<file path="src/cpio_defs.svh">
// Constants for the clock, power-down and dual-role pin block.
// Assumes inclusion by bare name from the package and the design modules.
`ifndef CPIO_DEFS_SVH
`define CPIO_DEFS_SVH
`define CPIO_CLK_HZ        20000000
`define CPIO_MCLK_HZ       8000000
`define CPIO_FRAC_UNIT     4000000
`define CPIO_MCLK_NUM      (`CPIO_MCLK_HZ / `CPIO_FRAC_UNIT)
`define CPIO_MCLK_DEN      (`CPIO_CLK_HZ / `CPIO_FRAC_UNIT)
`define CPIO_PRESCALE      32
`define CPIO_TMR_MIN_US    32
`define CPIO_TMR_MAX_MS    1960
`define CPIO_TICK_HZ       (`CPIO_MCLK_HZ / `CPIO_PRESCALE)
`define CPIO_TMR_MIN_TICKS (`CPIO_TMR_MIN_US * `CPIO_TICK_HZ / 1000000)
`define CPIO_TMR_MAX_TICKS (`CPIO_TMR_MAX_MS * (`CPIO_TICK_HZ / 1000))
`define CPIO_WAKE_RST_CYC  4
`define CPIO_NPIN          5
`define CPIO_NTMR          4
`define CPIO_OFS_CFG       32'h00
`define CPIO_OFS_CTRL      32'h04
`define CPIO_OFS_ROUTE     32'h08
`define CPIO_OFS_STAT      32'h0c
`define CPIO_OFS_SIG       32'h10
`define CPIO_OFS_TMR0      32'h14
`define CPIO_CFG_EN_BIT    0
`define CPIO_CFG_SRC_BIT   1
`define CPIO_CFG_DIR_LSB   2
`define CPIO_CTRL_REQ_BIT  0
`define CPIO_CTRL_MAC_LSB  8
`define CPIO_TMR_START_BIT 8
`define CPIO_TMR_BUSY_BIT  16
`define CPIO_TMR_DONE_BIT  17
`define CPIO_STAT_DIN_LSB  0
`define CPIO_STAT_ARR_LSB  2
`define CPIO_STAT_PM_LSB   7
`define CPIO_STAT_DONE_LSB 9
`define CPIO_SIG_RESET     32'h0000_0000
`define CPIO_RESP_OKAY     2'b00
`define CPIO_RESP_SLVERR   2'b10
`endif

</file>
<file path="src/cpio_pkg.sv">
// Types shared by the block's modules.
// Assumes cpio_defs.svh is on the include path.
package cpio_pkg;
  `include "cpio_defs.svh"
  typedef enum logic [1:0] {
    CPIO_INIT   = 2'b00,
    CPIO_NORMAL = 2'b01,
    CPIO_PDOWN  = 2'b10,
    CPIO_WAKE   = 2'b11
  } cpio_pm_e;
  typedef logic [6:0] cpio_tsel_t;
endpackage : cpio_pkg

</file>
<file path="src/cpio_tmr_if.sv">
// Carrier between the top module and one programmable timer.
// Assumes both ends share one clock.
interface cpio_tmr_if;
  import cpio_pkg::*;
  logic       start;
  logic       clr;
  logic       tick;
  cpio_tsel_t setting;
  logic       busy;
  logic       done;
  modport ctl (output start, output clr, output tick, output setting, input busy, input done);
  modport tmr (input start, input clr, input tick, input setting, output busy, output done);
endinterface : cpio_tmr_if

</file>
<file path="src/cpio_timer.sv">
// One programmable timer counting prescaled ticks.
// Assumes tick is a one-cycle enable at the prescaled rate.
`include "cpio_defs.svh"
module cpio_timer
  import cpio_pkg::*;
#(
  parameter int unsigned MAX_TICKS = `CPIO_TMR_MAX_TICKS
) (
  input  wire logic clk,
  input  wire logic arst_n,
  cpio_tmr_if.tmr   tif
);
  logic [31:0] span;
  logic [31:0] limit;
  logic [31:0] cnt_reg;
  logic        busy_reg;
  logic        done_reg;

  // Mantissa and exponent give 128 settings; the longest ones clamp at the ceiling.
  assign span  = ({28'h0, tif.setting[3:0]} + 32'h1) << (5'(tif.setting[6:4]) * 5'h2 + 5'h3);
  assign limit = (span > 32'(MAX_TICKS)) ? 32'(MAX_TICKS) : span;

  always_ff @(posedge clk or negedge arst_n) begin
    if (!arst_n) begin
      cnt_reg  <= 32'h0;
      busy_reg <= 1'b0;
      done_reg <= 1'b0;
    end else if (tif.clr) begin
      cnt_reg  <= 32'h0;
      busy_reg <= 1'b0;
      done_reg <= 1'b0;
    end else if (tif.start) begin
      cnt_reg  <= 32'h0;
      busy_reg <= 1'b1;
      done_reg <= 1'b0;
    end else if (busy_reg && tif.tick) begin
      cnt_reg <= cnt_reg + 32'h1;
      if (cnt_reg + 32'h1 >= limit) begin
        busy_reg <= 1'b0;
        done_reg <= 1'b1;
      end
    end
  end

  assign tif.busy = busy_reg;
  assign tif.done = done_reg;
endmodule : cpio_timer

</file>
<file path="src/cpio_top.sv">
// Clock prescaler, four timers, power-down control and five dual-role pins.
// Assumes an AXI4-Lite master on clk; pins arrive asynchronously.
`include "cpio_defs.svh"
module cpio_top
  import cpio_pkg::*;
#(
  parameter int unsigned TMR_MAX_TICKS = `CPIO_TMR_MAX_TICKS
) (
  input  wire logic        clk,
  input  wire logic        arst_n,
  input  wire logic [31:0] s_axi_awaddr,
  input  wire logic        s_axi_awvalid,
  output logic             s_axi_awready,
  input  wire logic [31:0] s_axi_wdata,
  input  wire logic [3:0]  s_axi_wstrb,
  input  wire logic        s_axi_wvalid,
  output logic             s_axi_wready,
  output logic [1:0]       s_axi_bresp,
  output logic             s_axi_bvalid,
  input  wire logic        s_axi_bready,
  input  wire logic [31:0] s_axi_araddr,
  input  wire logic        s_axi_arvalid,
  output logic             s_axi_arready,
  output logic [31:0]      s_axi_rdata,
  output logic [1:0]       s_axi_rresp,
  output logic             s_axi_rvalid,
  input  wire logic        s_axi_rready,
  input  wire logic        wake_sleep_pin,
  input  wire logic [1:0]  din_pin,
  input  wire logic [4:0]  io_pin_i,
  output logic [4:0]       io_pin_o,
  output logic [4:0]       io_pin_oe,
  output logic             power_down
);
  localparam int NP = `CPIO_NPIN;
  localparam int NT = `CPIO_NTMR;
  cpio_pm_e    pm_reg;
  cpio_pm_e    pm_next;
  logic [2:0]  wrst_reg;
  logic        awake;
  logic        logic_rst;
  logic        pd_cond;
  logic [2:0]  frac_reg;
  logic        mclk_en;
  logic [4:0]  pre_reg;
  logic        tick_en;
  logic        wake_s1_reg, wake_s2_reg;
  logic [1:0]  din_s1_reg, din_s2_reg;
  logic [4:0]  io_s1_reg, io_s2_reg;
  logic [1:0]  din_reg;
  logic [4:0]  ioin_reg;
  logic        sleep_enable_cfg;
  logic        sleep_source_cfg;
  logic [4:0]  io_dir_reg;
  logic [31:0] user_signature;
  logic        logic_sleep_request;
  logic [4:0]  macro_reg;
  logic [14:0] route_reg;
  cpio_tsel_t  tsel_reg [NT];
  logic [NT-1:0] tstart;
  logic [NT-1:0] tbusy;
  logic [NT-1:0] tdone;
  logic [4:0]  array_in;
  logic [4:0]  pin_drive;

  // Power mode control. The pin synchronisers, the bus and this state run on the
  // free clock; the oscillator enables below stop while powered down.
  assign awake   = (pm_reg == CPIO_NORMAL);
  assign pd_cond = sleep_enable_cfg && !wake_s2_reg &&
                   (!sleep_source_cfg || !logic_sleep_request);
  assign logic_rst = (pm_reg != CPIO_NORMAL);
  assign power_down = (pm_reg == CPIO_PDOWN);

  always_comb begin
    pm_next = pm_reg;
    case (pm_reg)
      CPIO_INIT:   pm_next = pd_cond ? CPIO_PDOWN : CPIO_NORMAL;
      CPIO_NORMAL: pm_next = pd_cond ? CPIO_PDOWN : CPIO_NORMAL;
      CPIO_PDOWN:  pm_next = wake_s2_reg ? CPIO_WAKE : CPIO_PDOWN;
      CPIO_WAKE:   pm_next = (wrst_reg == 3'(`CPIO_WAKE_RST_CYC - 1)) ? CPIO_NORMAL : CPIO_WAKE;
      default:     pm_next = CPIO_INIT;
    endcase
  end

  always_ff @(posedge clk or negedge arst_n) begin
    if (!arst_n) begin
      pm_reg   <= CPIO_INIT;
      wrst_reg <= 3'h0;
    end else begin
      pm_reg   <= pm_next;
      wrst_reg <= (pm_reg == CPIO_WAKE) ? wrst_reg + 3'h1 : 3'h0;
    end
  end

  // The 8 MHz master clock is two enables in every five 20 MHz cycles.
  assign mclk_en = awake && (frac_reg + 3'(`CPIO_MCLK_NUM) >= 3'(`CPIO_MCLK_DEN));
  assign tick_en = mclk_en && (pre_reg == 5'(`CPIO_PRESCALE - 1));

  always_ff @(posedge clk or negedge arst_n) begin
    if (!arst_n) begin
      frac_reg <= 3'h0;
      pre_reg  <= 5'h0;
    end else if (!awake) begin
      frac_reg <= 3'h0;
      pre_reg  <= 5'h0;
    end else begin
      frac_reg <= mclk_en ? frac_reg + 3'(`CPIO_MCLK_NUM) - 3'(`CPIO_MCLK_DEN)
                          : frac_reg + 3'(`CPIO_MCLK_NUM);
      if (mclk_en) begin
        pre_reg <= pre_reg + 5'h1;
      end
    end
  end

  // Input path: two flip-flops for metastability, then the master-clock register.
  // The wake synchroniser keeps running: it is the only pin still watched asleep.
  always_ff @(posedge clk or negedge arst_n) begin
    if (!arst_n) begin
      wake_s1_reg <= 1'b0;
      wake_s2_reg <= 1'b0;
      din_s1_reg  <= 2'h0;
      din_s2_reg  <= 2'h0;
      io_s1_reg   <= 5'h0;
      io_s2_reg   <= 5'h0;
    end else begin
      wake_s1_reg <= wake_sleep_pin;
      wake_s2_reg <= wake_s1_reg;
      din_s1_reg  <= din_pin;
      din_s2_reg  <= din_s1_reg;
      io_s1_reg   <= io_pin_i;
      io_s2_reg   <= io_s1_reg;
    end
  end
  always_ff @(posedge clk or negedge arst_n) begin
    if (!arst_n) begin
      din_reg  <= 2'h0;
      ioin_reg <= 5'h0;
    end else if (logic_rst) begin
      din_reg  <= 2'h0;
      ioin_reg <= 5'h0;
    end else if (mclk_en) begin
      din_reg  <= din_s2_reg;
      ioin_reg <= io_s2_reg & ~io_dir_reg;
    end
  end

  // Dual-role pins. A macrocell whose own pin is an input can still be routed out.
  generate
    for (genvar i = 0; i < NP; i++) begin : g_pin
      logic [2:0] sel;
      assign sel          = route_reg[3*i +: 3];
      assign pin_drive[i] = (sel < 3'(NP)) ? macro_reg[sel] : macro_reg[i];
      assign array_in[i]  = io_dir_reg[i] ? macro_reg[i] : ioin_reg[i];
      assign io_pin_oe[i] = awake && io_dir_reg[i] && !pin_drive[i];
      assign io_pin_o[i]  = 1'b0;
    end
  endgenerate

  // AXI4-Lite write side: address and data are taken in either order.
  logic        aw_held_reg, w_held_reg, bvalid_reg;
  logic [31:0] awaddr_reg, wdata_reg, wr_tofs;
  logic [1:0]  bresp_reg;
  logic        wr_fire, wr_hit, wr_tmr;
  assign s_axi_awready = !aw_held_reg && !bvalid_reg;
  assign s_axi_wready  = !w_held_reg && !bvalid_reg;
  assign s_axi_bvalid  = bvalid_reg;
  assign s_axi_bresp   = bresp_reg;
  assign wr_fire = aw_held_reg && w_held_reg && !bvalid_reg;
  assign wr_tofs = awaddr_reg - `CPIO_OFS_TMR0;
  assign wr_tmr  = (awaddr_reg >= `CPIO_OFS_TMR0) && (wr_tofs[31:2] < 30'(NT));
  assign wr_hit  = wr_tmr || (awaddr_reg[31:2] <= 30'(`CPIO_OFS_SIG >> 2));

  always_ff @(posedge clk or negedge arst_n) begin
    if (!arst_n) begin
      aw_held_reg <= 1'b0;
      w_held_reg  <= 1'b0;
      awaddr_reg  <= 32'h0;
      wdata_reg   <= 32'h0;
      bvalid_reg  <= 1'b0;
      bresp_reg   <= `CPIO_RESP_OKAY;
    end else begin
      if (s_axi_awvalid && s_axi_awready) begin
        aw_held_reg <= 1'b1;
        awaddr_reg  <= {s_axi_awaddr[31:2], 2'b00};
      end
      if (s_axi_wvalid && s_axi_wready) begin
        w_held_reg <= 1'b1;
        for (int b = 0; b < 4; b++) begin
          wdata_reg[8*b +: 8] <= s_axi_wstrb[b] ? s_axi_wdata[8*b +: 8] : 8'h00;
        end
      end
      if (wr_fire) begin
        aw_held_reg <= 1'b0;
        w_held_reg  <= 1'b0;
        bvalid_reg  <= 1'b1;
        bresp_reg   <= wr_hit ? `CPIO_RESP_OKAY : `CPIO_RESP_SLVERR;
      end else if (bvalid_reg && s_axi_bready) begin
        bvalid_reg <= 1'b0;
      end
    end
  end

  // Nonvolatile configuration survives power-down; the bus stands in for the
  // serial programming port, so these fields only clear on the external reset.
  always_ff @(posedge clk or negedge arst_n) begin
    if (!arst_n) begin
      sleep_enable_cfg <= 1'b0;
      sleep_source_cfg <= 1'b0;
      io_dir_reg       <= 5'h0;
      user_signature   <= `CPIO_SIG_RESET;
    end else if (wr_fire && awaddr_reg == `CPIO_OFS_CFG) begin
      sleep_enable_cfg <= wdata_reg[`CPIO_CFG_EN_BIT];
      sleep_source_cfg <= wdata_reg[`CPIO_CFG_SRC_BIT];
      io_dir_reg       <= wdata_reg[`CPIO_CFG_DIR_LSB +: 5];
    end else if (wr_fire && awaddr_reg == `CPIO_OFS_SIG) begin
      user_signature   <= wdata_reg;
    end
  end

  // Logic-array state is volatile: it is lost in power-down and on wake-up.
  always_ff @(posedge clk or negedge arst_n) begin
    if (!arst_n) begin
      logic_sleep_request <= 1'b0;
      macro_reg           <= 5'h0;
      route_reg           <= 15'h7fff;
    end else if (logic_rst) begin
      logic_sleep_request <= 1'b0;
      macro_reg           <= 5'h0;
      route_reg           <= 15'h7fff;
    end else if (wr_fire && awaddr_reg == `CPIO_OFS_CTRL) begin
      logic_sleep_request <= wdata_reg[`CPIO_CTRL_REQ_BIT];
      macro_reg           <= wdata_reg[`CPIO_CTRL_MAC_LSB +: 5];
    end else if (wr_fire && awaddr_reg == `CPIO_OFS_ROUTE) begin
      route_reg           <= wdata_reg[14:0];
    end
  end

  // Timers run only while awake, on the prescaled tick.
  generate
    for (genvar t = 0; t < NT; t++) begin : g_tmr
      cpio_tmr_if tif ();
      assign tstart[t] = awake && wr_fire && wdata_reg[`CPIO_TMR_START_BIT] &&
                         (awaddr_reg == `CPIO_OFS_TMR0 + 32'(4 * t));
      always_ff @(posedge clk or negedge arst_n) begin
        if (!arst_n) begin
          tsel_reg[t] <= '0;
        end else if (logic_rst) begin
          tsel_reg[t] <= '0;
        end else if (wr_fire && awaddr_reg == `CPIO_OFS_TMR0 + 32'(4 * t)) begin
          tsel_reg[t] <= wdata_reg[6:0];
        end
      end
      assign tif.start   = tstart[t];
      assign tif.clr     = logic_rst;
      assign tif.tick    = tick_en;
      assign tif.setting = tsel_reg[t];
      assign tbusy[t]    = tif.busy;
      assign tdone[t]    = tif.done;
      cpio_timer #(.MAX_TICKS(TMR_MAX_TICKS)) u_tmr (
        .clk    (clk),
        .arst_n (arst_n),
        .tif    (tif.tmr)
      );
    end
  endgenerate
  // AXI4-Lite read side: one request at a time, answered on the next edge.
  logic        rvalid_reg, rd_tmr, rd_hit;
  logic [31:0] rdata_reg, rd_addr, rd_tofs, rd_word, stat_word;
  logic [1:0]  rresp_reg, rd_tidx;
  assign s_axi_arready = !rvalid_reg;
  assign s_axi_rvalid  = rvalid_reg;
  assign s_axi_rdata   = rdata_reg;
  assign s_axi_rresp   = rresp_reg;
  assign rd_addr = {s_axi_araddr[31:2], 2'b00};
  assign rd_tofs = rd_addr - `CPIO_OFS_TMR0;
  assign rd_tidx = rd_tofs[3:2];
  assign rd_tmr  = (rd_addr >= `CPIO_OFS_TMR0) && (rd_tofs[31:2] < 30'(NT));
  assign stat_word = {19'h0, tdone, pm_reg, array_in, din_reg};
  assign rd_hit  = rd_tmr || (rd_addr[31:2] <= 30'(`CPIO_OFS_SIG >> 2));
  assign rd_word =
    rd_tmr                     ? {14'h0, tdone[rd_tidx], tbusy[rd_tidx], 9'h0, tsel_reg[rd_tidx]} :
    (rd_addr == `CPIO_OFS_CFG)   ? {25'h0, io_dir_reg, sleep_source_cfg, sleep_enable_cfg} :
    (rd_addr == `CPIO_OFS_CTRL)  ? {19'h0, macro_reg, 7'h0, logic_sleep_request} :
    (rd_addr == `CPIO_OFS_ROUTE) ? {17'h0, route_reg} :
    (rd_addr == `CPIO_OFS_STAT)  ? stat_word :
    (rd_addr == `CPIO_OFS_SIG)   ? user_signature : 32'h0;

  always_ff @(posedge clk or negedge arst_n) begin
    if (!arst_n) begin
      rvalid_reg <= 1'b0;
      rdata_reg  <= 32'h0;
      rresp_reg  <= `CPIO_RESP_OKAY;
    end else if (s_axi_arvalid && s_axi_arready) begin
      rvalid_reg <= 1'b1;
      rdata_reg  <= rd_word;
      rresp_reg  <= rd_hit ? `CPIO_RESP_OKAY : `CPIO_RESP_SLVERR;
    end else if (rvalid_reg && s_axi_rready) begin
      rvalid_reg <= 1'b0;
    end
  end

  // Checks. The tick gap counter exists only for the prescaler check.
  localparam int TICK_GAP = `CPIO_PRESCALE * `CPIO_MCLK_DEN / `CPIO_MCLK_NUM;
  logic [7:0] gap_reg;
  always_ff @(posedge clk or negedge arst_n) begin
    if (!arst_n) begin
      gap_reg <= 8'h0;
    end else begin
      gap_reg <= (tick_en || !awake) ? 8'h0 : gap_reg + 8'h1;
    end
  end
endmodule : cpio_top

</file>
<file path="config.mk">
export PLATFORM = sky130hd
export DESIGN_NAME = cpio_top
export DESIGN_NICKNAME = d
export VERILOG_FILES = /design/src/cpio_pkg.sv /design/src/cpio_tmr_if.sv /design/src/cpio_timer.sv /design/src/cpio_top.sv
export VERILOG_INCLUDE_DIRS = /design/src
export SDC_FILE = /design/constraint.sdc
export NUM_CORES = 1
export LEC_CHECK = 0
export BUFFER_PORTS_ARGS = -buffer_cell sky130_fd_sc_hd__clkbuf_2
export CORE_UTILIZATION = 40
export CTS_CLUSTER_DIAMETER = 80
export DETAILED_ROUTE_END_ITERATION = 8
export PLACE_DENSITY_LB_ADDON = 0.3
export SLEW_MARGIN = 20
export SYNTH_ARGS = -nofsm -noshare
export SYNTH_HDL_FRONTEND = slang
export SYNTH_SLANG_ARGS = --single-unit
export TNS_END_PERCENT = 20
</file>
<file path="constraint.sdc">
create_clock -name clk -period 7.65 [get_ports clk]
set_input_delay 1.1475 -clock clk [delete_from_list [all_inputs] [get_ports clk]]
set_output_delay 1.1475 -clock clk [all_outputs]
set_load 0.05 [all_outputs]
</file>
==> run_results.csv <==
group,metric,value,unit
clock_tree,clock_latency,0.58,ns
route,vias,19200,
layout,largest_reg_flops,128,
pwr,p_sw,0.00161,W
clock_tree,cts_tree,"yes",
route,wire_per_inst,17.1,um
die,fp.dieH,242,um
timing,slew_viol_final,0,
timing,max_freq,200,MHz
placed_design,pre_cts_slack,2.75,ns
yosys,synth_seq_cells,360,
layout,regArea,0.00903,mm^2
timing,max_slew_margin,31.6,%
clock_tree,clock_sinks,360,
clock_tree,hold_buffers,0,
clock_tree,cts_resized,0,
yosys,synth-main-ff-cell,"dfrtp_1",
setup_path,cp_slowest_stage_delay,0.71,ns
setup_path,worstSetupPathType,"flip-flop to flip-flop",
yosys,async_reset_ff_share,100,%
pwr,swShare,30.0,%
clock_tree,htree_levels,2,
pwr,power.internal,0.00377,W
route,drt-initial-drc-count,1324,
yosys,synth_cell_types,78,
clock_tree,cts_buffers,43,
layout,drive_gt1_share,14.2,%
pwr,clockPowerShare,40.8,%
die,dieArea,0.0587,mm^2
setup_path,cp-start-kind,"flip-flop",
setup_path,crit_buf_inv,0,
placed_design,dpl.hpwl,43500,um
yosys,ys_warn_count,0,
grt,grt_overflow,0,
clock_tree,cts_setup_buffers,0,
timing,tightest_slew,1.02,ns
layout,layout_common_cells,"dfrtp_1 (345), nand2_1 (318), nor2_1 (313)",
timing,setup_viol,0,
die,core,0.0567,mm^2
placed_design,routabilityCongestion,0.880,
grt,globalRouteTotalUtil,20.5,%
yosys,synthMuxAreaShare,7.04,%
route,route.detailed.drc,0,
timing,fin_crit_sh,65.4,%
layout,antenna_cells,0,
clock_tree,clockBufferDepth,3,
timing,timing.final.ws_setup,2.65,ns
pwr,vdd_drop_max,0.161,mV
yosys,syn-instance-count,2550,
flow_run,maxCapViolations,0,
yosys,synth_xor_area_share,9.48,%
timing,clock_skew,0.0139,ns
timing,finalSetupTns,0,ns
pwr,power.density,205,mW/mm^2
grt,grt_max_degree,120,
layout,num-fill-cells,5397,
yosys,ys_seq_area_share,39.1,%
hold_path,holdCritPathClass,"flip-flop to flip-flop",
yosys,synth_edf_count,0,
die,initial_core_util,40.7,%
route,wirelength,59900,um
layout,syn_to_final_growth,13.9,%
die,die_x,242,um
grt,antenna_found_initial,0,
pwr,pwr-share-seq,44.1,%
layout,multi_input_area,0.0137,mm^2
timing,rsz0062_at_grt,"no",
setup_path,crit_arrival,5.46,ns
status,run_status,"completed",
layout,layout_commonest_cell,"dfrtp_1",
clock_tree,clk_root_buffer_cell,"clkbuf_16",
pwr,power_leakage,12.2,nW
timing,hold_violations,0,
setup_path,required,8.10,ns
route,viasPerCell,5.49,
yosys,syn_area,0.0231,mm^2
pwr,share_comb_of_total_power,15.1,%
yosys,synth-simple-area-share,22.1,%
die,top_level_ports,167,
timing,post-route-min-period,5.00,ns
placed_design,io_buffers,155,
route,first_pass_iters,5,
setup_path,slowest_stage,"xnor2_1",
setup_path,crit_family,"compound AO/OA/AOI/OAI gates",
setup_path,path_cells,"ha_1 > xnor2_1 > nor3_1 > a31oi_1 > o21ai_0 > o41ai_1 > o211ai_1 > nand4b_1 > ha_1 > or4_1 > a2111oi_0 > o41ai_1 > o2111ai_1 > a211oi_1 > o21bai_1",
grt,grt_pass1_wl,99400,um
die,rows,87,
route,ant_nets,0,
grt,first_global_vias,19100,
yosys,synth_top_family_by_area,"simple AND/OR/NAND/NOR gates",
layout,nNetsFinal,2969,
yosys,synth_compound_area_share,11.5,%
yosys,synth-adder-area-share,8.02,%
yosys,syn_avg_cell_area,9.05,um^2
clock_tree,clk_pin_slew,0.06,ns
setup_path,end_kind,"flip-flop",
setup_path,cp_max_fo,17,
layer usage:
| layer | wire length (um) | track usage, % | vias to the layer above |
|---|---|---|---|
| met3 | 2600 | 2.35 | 102 |
| met4 | 1460 | 6.25 | 0 |
| met1 | 28100 | 28.4 | 9380 |
| li1 | - | - | 9272 |
| met5 | 0 | 0 | - |
| met2 | 27700 | 33.4 | 459 |
power groups by stage:
stage	clock, W	sequential, W	combinational (W)
finish	0.00220	0.00238	0.000811
global route	0.00233	0.00241	0.000910
CTS	0.00225	0.00237	0.000815
detailed placement	0	0.00241	0.000811
global placement	0	0.00239	0.000783
floorplan	0	0.00236	0.000542
path summary, 6_finish.rpt:
| kind | startpoint | end | slack, ns | cells past startpoint |
|---|---|---|---|---|
| min | din_s1_reg[1] | din_s2_reg[1] | 0.35 | 0 |
| max in group asynchronous | arst_n | wdata_reg[7] | 5.45 | 2 |
| min in group asynchronous | arst_n | wdata_reg[18] | 0.61 | 1 |
| max reg2reg | g_tmr[3].tif.setting[4] | g_tmr[3].u_tmr.tif.done | 2.65 | 15 |
| min reg2reg | din_s1_reg[1] | din_s2_reg[1] | 0.35 | 0 |
| max | g_tmr[3].tif.setting[4] | g_tmr[3].u_tmr.tif.done | 2.65 | 15 |
synth_stat cells (13+ instances only):
cell	number	share of area [%]
and3_1	36	0.98
a31oi_1	13	0.35
xnor2_1	137	5.2
nand3b_1	13	0.42
nand4_1	48	1.3
and2_1	20	0.54
nand2b_1	19	0.51
dfstp_2	15	1.7
nor4_1	20	0.54
nand3_1	95	2.1
nor2_1	314	5.1
xor2_1	113	4.3
and4_1	14	0.53
o21ai_0	121	2.6
mux2_2	77	3.8
dfrtp_1	345	37
nor2b_1	25	0.68
mux2i_1	51	2.2
a21o_1	34	1.1
nor3_1	63	1.4
nand2_1	320	5.2
inv_1	34	0.55
or3_1	36	0.98
or4_1	16	0.52
a22o_1	18	0.68
ha_1	148	8.0
a21oi_1	109	2.4
clkbuf_1	98	1.6
area by class of cell:
class                           count  area share, %
Clock buffer                       58           4.65
Sequential cell                   360           34.3
Clock inverter                     22           1.15
Timing Repair Buffer              175           3.56
Inverter                           35          0.500
Tap cell                          756           3.60
Multi-Input combinational cell   2091           52.2
cell families after synthesis:
kind of cell               Yosys count
and+or+nand+nor                   1075
AOI/OAI and AO/OA                  420
DFF                                360
xor gates and xnor gates           250
buffers and inverters              156
adders and majority gates          148
muxes                              139
other                                2
per-stage QoR:
stage / power (W) / util, % / hold slack (ns) / area, um^2 / instances
2_1_floorplan: 0.00290 / - / 0.331 / 23300 / 2607
3_3_place_gp: 0.00318 / 43.6 / 0.333 / 24800 / 3417
3_5_place_dp: 0.00322 / 43.7 / 0.335 / 24800 / 3417
4_1_cts: 0.00544 / 46.3 / 0.349 / 26300 / 3497
5_1_grt: 0.00565 / 46.4 / 0.355 / 26300 / 3497
6_report: 0.00539 / 46.4 / 0.346 / 26300 / 3497
Note: power is estimated with default switching activity, not from simulation.
